$ cat src/verilog/cmdsel_map.vh
// Constants of the command source selector: codes, defaults, timing.
// Assumes inclusion by bare name from the design files of this block.
`ifndef CMDSEL_MAP_VH
`define CMDSEL_MAP_VH
// Reset source codes
`define CMDSEL_RST_TERM 3'h0
`define CMDSEL_RST_KEYB 3'h1
`define CMDSEL_RST_COM 3'h2
`define CMDSEL_RST_TERM_KEYB 3'h3
`define CMDSEL_RST_COM_KEYB 3'h4
`define CMDSEL_RST_ALL 3'h5
`define CMDSEL_RST_DEFAULT 3'h3
// Normal and local source codes
`define CMDSEL_SRC_TERM 2'h0
`define CMDSEL_SRC_KEYB 2'h1
`define CMDSEL_SRC_COM 2'h2
`define CMDSEL_LOC_STANDARD 2'h0
`define CMDSEL_LOC_TERM 2'h1
`define CMDSEL_LOC_KEYB 2'h2
`define CMDSEL_LOC_COM 2'h3
`define CMDSEL_LOC_DEFAULT 2'h0
// Level or edge qualification
`define CMDSEL_MODE_LEVEL 1'b0
`define CMDSEL_MODE_EDGE 1'b1
// Keyboard lock code and field limit
`define CMDSEL_LOCK_CODE 14'h0123
`define CMDSEL_LOCK_MAX 14'h270F
// Supply classes
`define CMDSEL_SUP_UNDEF 3'h0
`define CMDSEL_SUP_MIN 3'h1
`define CMDSEL_SUP_MAX 3'h7
// Synchroniser depth for terminal inputs
`define CMDSEL_SYNC_STAGES 3
`endif

$ cat src/verilog/cmdsel_term_qual.v
// Qualifies one terminal input: synchroniser, edge detect, level/edge mode.
// Assumes an asynchronous pin and one system clock.
`timescale 1ns/1ps
`default_nettype none
`include "cmdsel_map.vh"
module cmdsel_term_qual (
   input wire clk_sys,
   input wire nrst,
   input wire pin_in,
   input wire edge_mode,
   output reg level_act,
   output reg rise_pulse,
   output reg fall_pulse,
   output wire active
);
   reg [`CMDSEL_SYNC_STAGES-1:0] sync_reg; // Shift chain from the pin
   reg stable_reg; // Accepted level after stages agree
   wire agree;
   // Change counts only when second and third stage agree
   assign agree = (sync_reg[1] == sync_reg[2]);
   // Synchroniser and edge capture
   always @(posedge clk_sys or negedge nrst) begin
      if (!nrst) begin
         sync_reg <= {`CMDSEL_SYNC_STAGES{1'b0}};
         stable_reg <= 1'b0;
         level_act <= 1'b0;
         rise_pulse <= 1'b0;
         fall_pulse <= 1'b0;
      end else begin
         sync_reg <= {sync_reg[`CMDSEL_SYNC_STAGES-2:0], pin_in}; // [RL18]
         if (agree) begin
            stable_reg <= sync_reg[2];
         end
         level_act <= agree ? sync_reg[2] : stable_reg; // [RL12]
         // One-cycle pulses against previous accepted value
         rise_pulse <= agree & sync_reg[2] & ~stable_reg; // [RL18]
         fall_pulse <= agree & ~sync_reg[2] & stable_reg;
      end
   end
   // Edge mode acts on the rising pulse, level mode on the held level
   assign active = edge_mode ? rise_pulse : level_act; // [RL11] [RL13]
endmodule
`default_nettype wire

$ cat src/verilog/cmdsel_supply.v
// Mains supply class store and brake chopper threshold.
// Assumes commands are single-cycle pulses on the system clock.
`timescale 1ns/1ps
`default_nettype none
`include "cmdsel_map.vh"
module cmdsel_supply (
   input wire clk_sys,
   input wire nrst,
   input wire sup_wr,
   input wire [2:0] sup_wr_val,
   input wire sup_load,
   input wire [2:0] sup_load_val,
   input wire load_default,
   output reg [2:0] supply_class,
   output wire supply_undefined,
   output reg [10:0] chopper_level_v
);
   reg [2:0] class_next;
   reg [9:0] ac_v; // Nominal top of each AC class in volts
   reg [17:0] dc_full; // Full-width DC product before the cut to 11 bits
   // Valid class: 1 or 3..7, never 0 again
   function valid_class;
      input [2:0] c;
      begin
         valid_class = (c != `CMDSEL_SUP_UNDEF) && (c != 3'h2);
      end
   endfunction
   // Next class; default load has no path here
   always @* begin
      class_next = supply_class;
      if (sup_load && valid_class(sup_load_val)) begin
         class_next = sup_load_val; // [RL16]
      end else if (sup_wr && valid_class(sup_wr_val)) begin
         class_next = sup_wr_val; // [RL14] [RL15]
      end
   end
   // AC top voltage per class, zero means inverter default
   always @* begin
      case (supply_class)
         3'h1: ac_v = 10'd240;
         3'h3: ac_v = 10'd415;
         3'h4: ac_v = 10'd480;
         3'h5: ac_v = 10'd525;
         3'h6: ac_v = 10'd600;
         3'h7: ac_v = 10'd690;
         default: ac_v = 10'd0;
      endcase
   end
   // DC bus is 1.34 x AC, 134/100 in integer volts; top class gives 924
   always @* begin
      dc_full = ({8'h00, ac_v} * 18'd134) / 18'd100; // [RL17]
   end
   // Store class; load_default deliberately ignored
   always @(posedge clk_sys or negedge nrst) begin
      if (!nrst) begin
         supply_class <= `CMDSEL_SUP_UNDEF;
         chopper_level_v <= 11'h000;
      end else begin
         supply_class <= class_next;
         // Quotient never exceeds 11 bits, so the cut drops only zeros
         chopper_level_v <= dc_full[10:0]; // [RL17]
      end
   end
   assign supply_undefined = (supply_class == `CMDSEL_SUP_UNDEF); // [RL15]
endmodule
`default_nettype wire

$ cat src/verilog/cmdsel_top.v
// Command source selector: reset, reference and run/stop source logic.
// Assumes pins asynchronous, keyboard and serial strobes on clk_sys.
`timescale 1ns/1ps
`default_nettype none
`include "cmdsel_map.vh"
// What this block does
// RL1 - Faulted unit waits for selected reset
// RL2 - Codes 0,1,2 pick terminal, keys, serial
// RL3 - Codes 3,4,5 combine sources; default 3
// RL4 - Local reference source codes 0..3
// RL5 - Local run/stop source codes 0..3
// RL6 - Both standard disables local swap
// RL7 - Toggle key or input swaps modes
// RL8 - Code 291 toggles keyboard lock
// RL9 - Show lock or unlock prompt
// RL10 - Lock blocks key parameter writes only
// RL11 - Level/edge applies to three inputs
// RL12 - Level mode: active while high
// RL13 - Edge mode: rise runs, fall stops
// RL14 - Supply class codes 1, 3..7
// RL15 - Not-defined only until first set
// RL16 - Default load keeps class, panel overwrites
// RL17 - Chopper level from class times 1.34
// RL18 - Three-stage sync, edge pulses
// RL19 - Normal run source codes 0,1,2
module cmdsel_top (
   input wire clk_sys,
   input wire nrst,
   input wire [2:0] reset_source,
   input wire [1:0] ref_source,
   input wire [1:0] runstop_source,
   input wire [1:0] local_reference_source,
   input wire [1:0] local_runstop_source,
   input wire level_edge_mode,
   input wire run_right_input,
   input wire run_left_input,
   input wire reset_input,
   input wire local_select_input,
   input wire key_toggle_second,
   input wire key_reset,
   input wire key_run_right,
   input wire key_run_left,
   input wire key_stop,
   input wire key_param_wr,
   input wire key_ref_wr,
   input wire key_lock_wr,
   input wire [13:0] key_lock_val,
   input wire com_reset,
   input wire com_run_right,
   input wire com_run_left,
   input wire com_stop,
   input wire fault,
   input wire sup_wr,
   input wire [2:0] sup_wr_val,
   input wire sup_load,
   input wire [2:0] sup_load_val,
   input wire load_default,
   output reg local_mode,
   output reg [1:0] eff_ref_source,
   output reg [1:0] eff_run_source,
   output reg faulted,
   output reg run_right,
   output reg run_left,
   output reg keyboard_locked,
   output wire prompt_lock,
   output wire prompt_unlock,
   output wire param_wr_ok,
   output wire ref_wr_ok,
   output wire [2:0] supply_class,
   output wire supply_undefined,
   output wire [10:0] chopper_level_v
);
   // Terminal input qualification
   wire rr_act, rl_act, rs_act;
   wire rr_fall, rl_fall;
   wire rr_lvl, rl_lvl, rs_lvl, loc_lvl;
   wire loc_rise;
   wire unused_pulses;
   reg [1:0] rst_code_ok; // Unused guard, reserved for bad codes
   reg loc_prev_reg;
   reg toggle_prev_reg;
   reg reset_sel; // Reset request from allowed sources
   reg run_r_cmd, run_l_cmd, stop_cmd; // Commands from the run source
   reg local_next;
   reg [1:0] run_src_eff;
   wire swap_enabled;
   wire lock_hit;

   cmdsel_term_qual u_rr (
      .clk_sys(clk_sys),
      .nrst(nrst),
      .pin_in(run_right_input),
      .edge_mode(level_edge_mode),
      .level_act(rr_lvl),
      .rise_pulse(),
      .fall_pulse(rr_fall),
      .active(rr_act)
   );
   cmdsel_term_qual u_rl (
      .clk_sys(clk_sys),
      .nrst(nrst),
      .pin_in(run_left_input),
      .edge_mode(level_edge_mode),
      .level_act(rl_lvl),
      .rise_pulse(),
      .fall_pulse(rl_fall),
      .active(rl_act)
   );
   cmdsel_term_qual u_rs (
      .clk_sys(clk_sys),
      .nrst(nrst),
      .pin_in(reset_input),
      .edge_mode(level_edge_mode),
      .level_act(rs_lvl),
      .rise_pulse(),
      .fall_pulse(),
      .active(rs_act)
   );
   // Local select pin always acts on its rising edge
   cmdsel_term_qual u_loc (
      .clk_sys(clk_sys),
      .nrst(nrst),
      .pin_in(local_select_input),
      .edge_mode(1'b1),
      .level_act(loc_lvl),
      .rise_pulse(),
      .fall_pulse(),
      .active(loc_rise)
   );
   assign unused_pulses = rs_lvl ^ loc_lvl;

   cmdsel_supply u_sup (
      .clk_sys(clk_sys),
      .nrst(nrst),
      .sup_wr(sup_wr),
      .sup_wr_val(sup_wr_val),
      .sup_load(sup_load),
      .sup_load_val(sup_load_val),
      .load_default(load_default),
      .supply_class(supply_class),
      .supply_undefined(supply_undefined),
      .chopper_level_v(chopper_level_v)
   );

   // Reset source multiplexer, combined codes OR their sources
   always @* begin
      rst_code_ok = 2'h0;
      case (reset_source)
         `CMDSEL_RST_TERM: reset_sel = rs_act; // [RL2]
         `CMDSEL_RST_KEYB: reset_sel = key_reset; // [RL2]
         `CMDSEL_RST_COM: reset_sel = com_reset; // [RL2]
         `CMDSEL_RST_TERM_KEYB: reset_sel = rs_act | key_reset; // [RL3]
         `CMDSEL_RST_COM_KEYB: reset_sel = com_reset | key_reset; // [RL3]
         `CMDSEL_RST_ALL: reset_sel = rs_act | key_reset | com_reset; // [RL3]
         // Unused codes accept nothing; a fault stays latched
         default: reset_sel = 1'b0;
      endcase
   end

   // Swap is only meaningful if a local source is set
   assign swap_enabled = (local_reference_source != `CMDSEL_LOC_STANDARD) ||
      (local_runstop_source != `CMDSEL_LOC_STANDARD); // [RL6]

   // Local mode toggles on key second function or local input edge
   always @* begin
      local_next = local_mode;
      if (!swap_enabled) begin
         local_next = 1'b0; // [RL6]
      end else if ((key_toggle_second && !toggle_prev_reg) || loc_rise) begin
         local_next = ~local_mode; // [RL7]
      end
   end

   // Effective run source; local code n maps to normal code n-1
   always @* begin
      if (local_mode && local_runstop_source != `CMDSEL_LOC_STANDARD) begin
         run_src_eff = local_runstop_source - 2'h1; // [RL5]
      end else begin
         run_src_eff = runstop_source; // [RL19]
      end
   end

   // Run and stop commands from the effective source
   always @* begin
      run_r_cmd = 1'b0;
      run_l_cmd = 1'b0;
      stop_cmd = 1'b0;
      if (run_src_eff == `CMDSEL_SRC_TERM) begin
         run_r_cmd = rr_act; // [RL12] [RL13]
         run_l_cmd = rl_act;
         // Level mode stops on low level, edge mode on falling edge
         if (level_edge_mode == `CMDSEL_MODE_EDGE) begin
            stop_cmd = rr_fall | rl_fall; // [RL13]
         end else begin
            stop_cmd = ~rr_lvl & ~rl_lvl; // [RL12]
         end
      end else if (run_src_eff == `CMDSEL_SRC_KEYB) begin
         // Keys stay usable while locked
         run_r_cmd = key_run_right; // [RL10]
         run_l_cmd = key_run_left;
         stop_cmd = key_stop;
      end else if (run_src_eff == `CMDSEL_SRC_COM) begin
         run_r_cmd = com_run_right;
         run_l_cmd = com_run_left;
         stop_cmd = com_stop;
      end
   end

   // Lock code match within the field range
   assign lock_hit = key_lock_wr && (key_lock_val == `CMDSEL_LOCK_CODE) &&
      (key_lock_val <= `CMDSEL_LOCK_MAX); // [RL8]

   // Main state: local mode, fault latch, run outputs, lock
   always @(posedge clk_sys or negedge nrst) begin
      if (!nrst) begin
         local_mode <= 1'b0;
         toggle_prev_reg <= 1'b0;
         loc_prev_reg <= 1'b0;
         eff_ref_source <= `CMDSEL_SRC_KEYB;
         eff_run_source <= `CMDSEL_SRC_KEYB;
         faulted <= 1'b0;
         run_right <= 1'b0;
         run_left <= 1'b0;
         keyboard_locked <= 1'b0;
      end else begin
         local_mode <= local_next;
         toggle_prev_reg <= key_toggle_second;
         loc_prev_reg <= unused_pulses;
         eff_run_source <= run_src_eff;
         if (local_mode && local_reference_source != `CMDSEL_LOC_STANDARD) begin
            eff_ref_source <= local_reference_source - 2'h1; // [RL4]
         end else begin
            eff_ref_source <= ref_source;
         end
         // Fault wins over reset; reset needs the selected source
         if (fault) begin
            faulted <= 1'b1; // [RL1]
         end else if (reset_sel) begin
            faulted <= 1'b0; // [RL1]
         end
         // No run while faulted; stop has priority over run
         if (fault || faulted || stop_cmd) begin
            run_right <= 1'b0; // [RL1]
            run_left <= 1'b0;
         end else if (level_edge_mode == `CMDSEL_MODE_LEVEL &&
            run_src_eff == `CMDSEL_SRC_TERM) begin
            run_right <= run_r_cmd; // [RL12]
            run_left <= run_l_cmd & ~run_r_cmd;
         end else if (run_r_cmd) begin
            run_right <= 1'b1; // [RL13]
            run_left <= 1'b0;
         end else if (run_l_cmd) begin
            run_right <= 1'b0;
            run_left <= 1'b1;
         end
         if (lock_hit) begin
            keyboard_locked <= ~keyboard_locked; // [RL8]
         end
      end
   end

   // Prompt shows current lock state
   assign prompt_lock = ~keyboard_locked; // [RL9]
   assign prompt_unlock = keyboard_locked; // [RL9]
   // Parameter writes from keys blocked; lock entry itself stays open
   assign param_wr_ok = key_param_wr & ~keyboard_locked; // [RL10]
   // Reference edits allowed while locked if keyboard is the source
   assign ref_wr_ok = key_ref_wr && (eff_ref_source == `CMDSEL_SRC_KEYB); // [RL10]
endmodule
`default_nettype wire

$ cat config.mk
export PLATFORM = sky130hd
export DESIGN_NAME = cmdsel_top
export DESIGN_NICKNAME = d
export VERILOG_FILES = /design/src/verilog/cmdsel_term_qual.v /design/src/verilog/cmdsel_supply.v /design/src/verilog/cmdsel_top.v
export VERILOG_INCLUDE_DIRS = /design/src /design/src/verilog
export SDC_FILE = /design/constraint.sdc
export NUM_CORES = 1
export LEC_CHECK = 0
export BUFFER_PORTS_ARGS = -buffer_cell sky130_fd_sc_hd__buf_4
export CAP_MARGIN = 20
export CORE_UTILIZATION = 55
export DETAILED_ROUTE_END_ITERATION = 10
export GPL_ROUTABILITY_DRIVEN = 1
export HOLD_SLACK_MARGIN = 0.05
export PLACE_DENSITY = 0.81
export SYNTH_ARGS = -nofsm -noshare
export SYNTH_HDL_FRONTEND = slang
export SYNTH_SLANG_ARGS = --single-unit
export TNS_END_PERCENT = 20
$ cat constraint.sdc
create_clock -name clk_sys -period 18.6 [get_ports clk_sys]
set_clock_uncertainty 0.1 [all_clocks]
set_input_delay 0.93 -clock clk_sys [delete_from_list [all_inputs] [get_ports clk_sys]]
set_output_delay 0.93 -clock clk_sys [all_outputs]
set_load 0.005 [all_outputs]
==> impl_results.md <==
- Status: completed
- Setup crit start: u_sup.supply_class[0]
- CTS Buf Count: 5
- Met3 usage: 4.09%
- Core area: 0.0111 mm²
- Clk sinks: 46
- GPL Wtd Cong: 0.943
- First-pass GRT wire length: 30.6 mm
- H-tree depth: 2
- Util after Layout: 64.7%
- Top post-synthesis cells by area: dfrtp_1 (17%), ha_1 (8.0%), nand2_1 (4.5%), a21oi_1 (4.3%), nor2_1 (4.0%)
- CP arrival: 14.08 ns
- Post-synth cell types: 103
- Chip height: 110 µm
- Top Family by Delay on Critical Path: compound AO/OA/AOI/OAI gates
- Via density: 6.81
- TNS Setup: 0 ns
- # Max-Cap Violations: 0
- Io pins: 82
- ANT cells: 0
- Met2 usage: 56.2%
- RR Startpoint: u_sup.supply_class[0]
- First-pass DRT Iterations: 6
- Final period util: 75.4%
- Share of layout cells above drive strength 1: 16.0%
- Worst Max-Slew Pin Slew: 1.19 ns
- Slowest-stage cell, CP: dfrtp_1
- Placed Cells: 1015
- PortBufs: 80
- Slowest stage delay, CP: 0.73 ns
- Largest register FFs: 11
- Worst EP required: 18.66 ns
- Non-Filler Instances: 1023
- All-Layer GR Usage: 31.6%
- Worst Path Buf+Inv: 5
- Crit. End Element: register
- GRT Max-Usage Layer: met2
- Die ar.: 0.0120 mm²
- Number of synthesized register bits: 46
- Crit-path most repeated cell: ha_1
- Crit path max fanout: 20
- Setup Viol. Count Final: 0
- Max Freq: 71.3 MHz
- Initial antenna violation count: 0
- Mapped Avg Cell Area: 7.74 µm²
- Initial drt markers: 705
- Mapped Area: 0.00638 mm²
- Crit path kind: register to register
- Final ANT Viol Nets: 0
- Commonest non-fill, non-tap cell in the layout: buf_4
- Avg WL per Cell: 18.3 µm
- Vias: 6971
- Sequential-to-total area share from yosys stat: 18.1%
- Met1 Usage GRT: 39.8%
- CTS tree: built
- Fin crit period: 14.02 ns
- Type of origin of the critical path: register
- Commonest cells after routing, fill and taps aside: buf_4 (83), nand2_1 (76), nor2_1 (68)
- CTS Root Cell: clkbuf_16
- # DRC: 0
- Max transition margin: 20.1%
- Max-slew violations: 0
- HPWL Detailed: 14.3 mm
- Hold buffers post-CTS: 0
- Area growth syn-to-layout: 12.3%
- HP Start: u_rs.sync_reg[0]
- Die extent in x: 110 µm
- EDFF count, synth: 0
- Syn nets: 923
- Worst skew pair latency: 0.29 ns
- Row count: 38
- Final WL: 18.7 mm
- Synth Instances: 825
- Top cell type's share of synthesized area: 17.2%
- Largest area contributor in the netlist: dfrtp_1
- # nets final: 980
- Starting Density: 57.6%
- Largest net degree at the start of global routing: 47
- Largest register by flop count: u_sup.chopper_level_v
- Post-CTS Setup Bufs: 0
- Syn. warnings: 0
- RSZ-0062 raised after global routing: no
- Worst hold path class: register to register
- FFs w/ async S/R, synth: 100%
- Max Root-Sink Buffers: 2
- Worst-path clk slew: 0.07 ns
- Final hold violations: 0
- Vias in the first global route: 6453
- Global route overflow: 0
- Post-CTS Resized: 0
- Synth Flop Type: dfrtp_1
==> metrics by stage <==
stage                     setup WS (ns)  hold WS [ns]  cell area (µm²)
after floorplan                    6.98         0.231             6380
after detailed placement           5.03         0.243             7030
final                              4.58         0.252             7170
after global routing               3.69         0.255             7170
after CTS                          4.95         0.253             7170
after global placement             5.30         0.235             7030
==> synthesized netlist by cell type, types with 5 or more instances <==
master and number:
a21o_1 11, or3_1 11, clkbuf_1 17, nand3_1 25, nand4_1 14, o21ai_1 10, or4_1 5, xnor2_1 27
a211oi_1 15, o31ai_1 9, nor3b_1 9, a21oi_1 55, o2111ai_1 7, o32ai_1 7, a211o_1 6, nand2_1 76
ha_1 41, inv_1 37, nor2_1 68, buf_2 7, and2_1 17, and3_1 8, nor3_1 33, nor2b_1 8
and4_1 5, a21boi_0 6, mux2i_1 15, o21ai_0 43, dfrtp_1 44, a31oi_1 13, o211ai_1 15, o21a_1 8
nor4_1 12, mux2_2 7, xor2_1 13
==> routing by layer <==
layer  wire length, µm  part of all wire, %
met1              8120                   43
met3              1270                  6.7
met4               314                  1.7
met2              9050                   48
met5                 0                    0
==> cell families (layout without fill, tap and decap cells) <==
| kind of cell | count (synthesis) | count (layout) | synth area share, % |
|---|---|---|---|
| mux | 22 | 22 | 3.59 |
| flops | 46 | 46 | 18.1 |
| xor+xnor | 41 | 41 | 5.74 |
| simple gates | 321 | 321 | 27.0 |
| compound gates | 279 | 279 | 31.9 |
| buf+inv | 72 | 130 | 4.72 |
| fa+ha+maj | 44 | 44 | 8.98 |
==> final cells by class <==
cell class	count	area, µm²
clock buffer	5	125
clock inverter	3	18.8
fill	970	3910
inverter	39	146
multi-input combinational	707	4930
sequential	46	1150
tap	140	175
timing repair buffer	83	623
==> worst paths after layout <==
path / endpoint / slack (ns) / cells after the start
min: u_rs.sync_reg[1] / 0.25 / 0
min in group asynchronous: faulted / 0.54 / 1
max in group asynchronous: u_sup.supply_class[2] / 17.45 / 1
max: u_sup.chopper_level_v[0] / 4.58 / 42
max reg2reg: u_sup.chopper_level_v[0] / 4.58 / 42
min reg2reg: u_rs.sync_reg[1] / 0.25 / 0
Power is not shown: default switching activity piles up to over one toggle a cycle in this logic, so the estimate is an artifact.
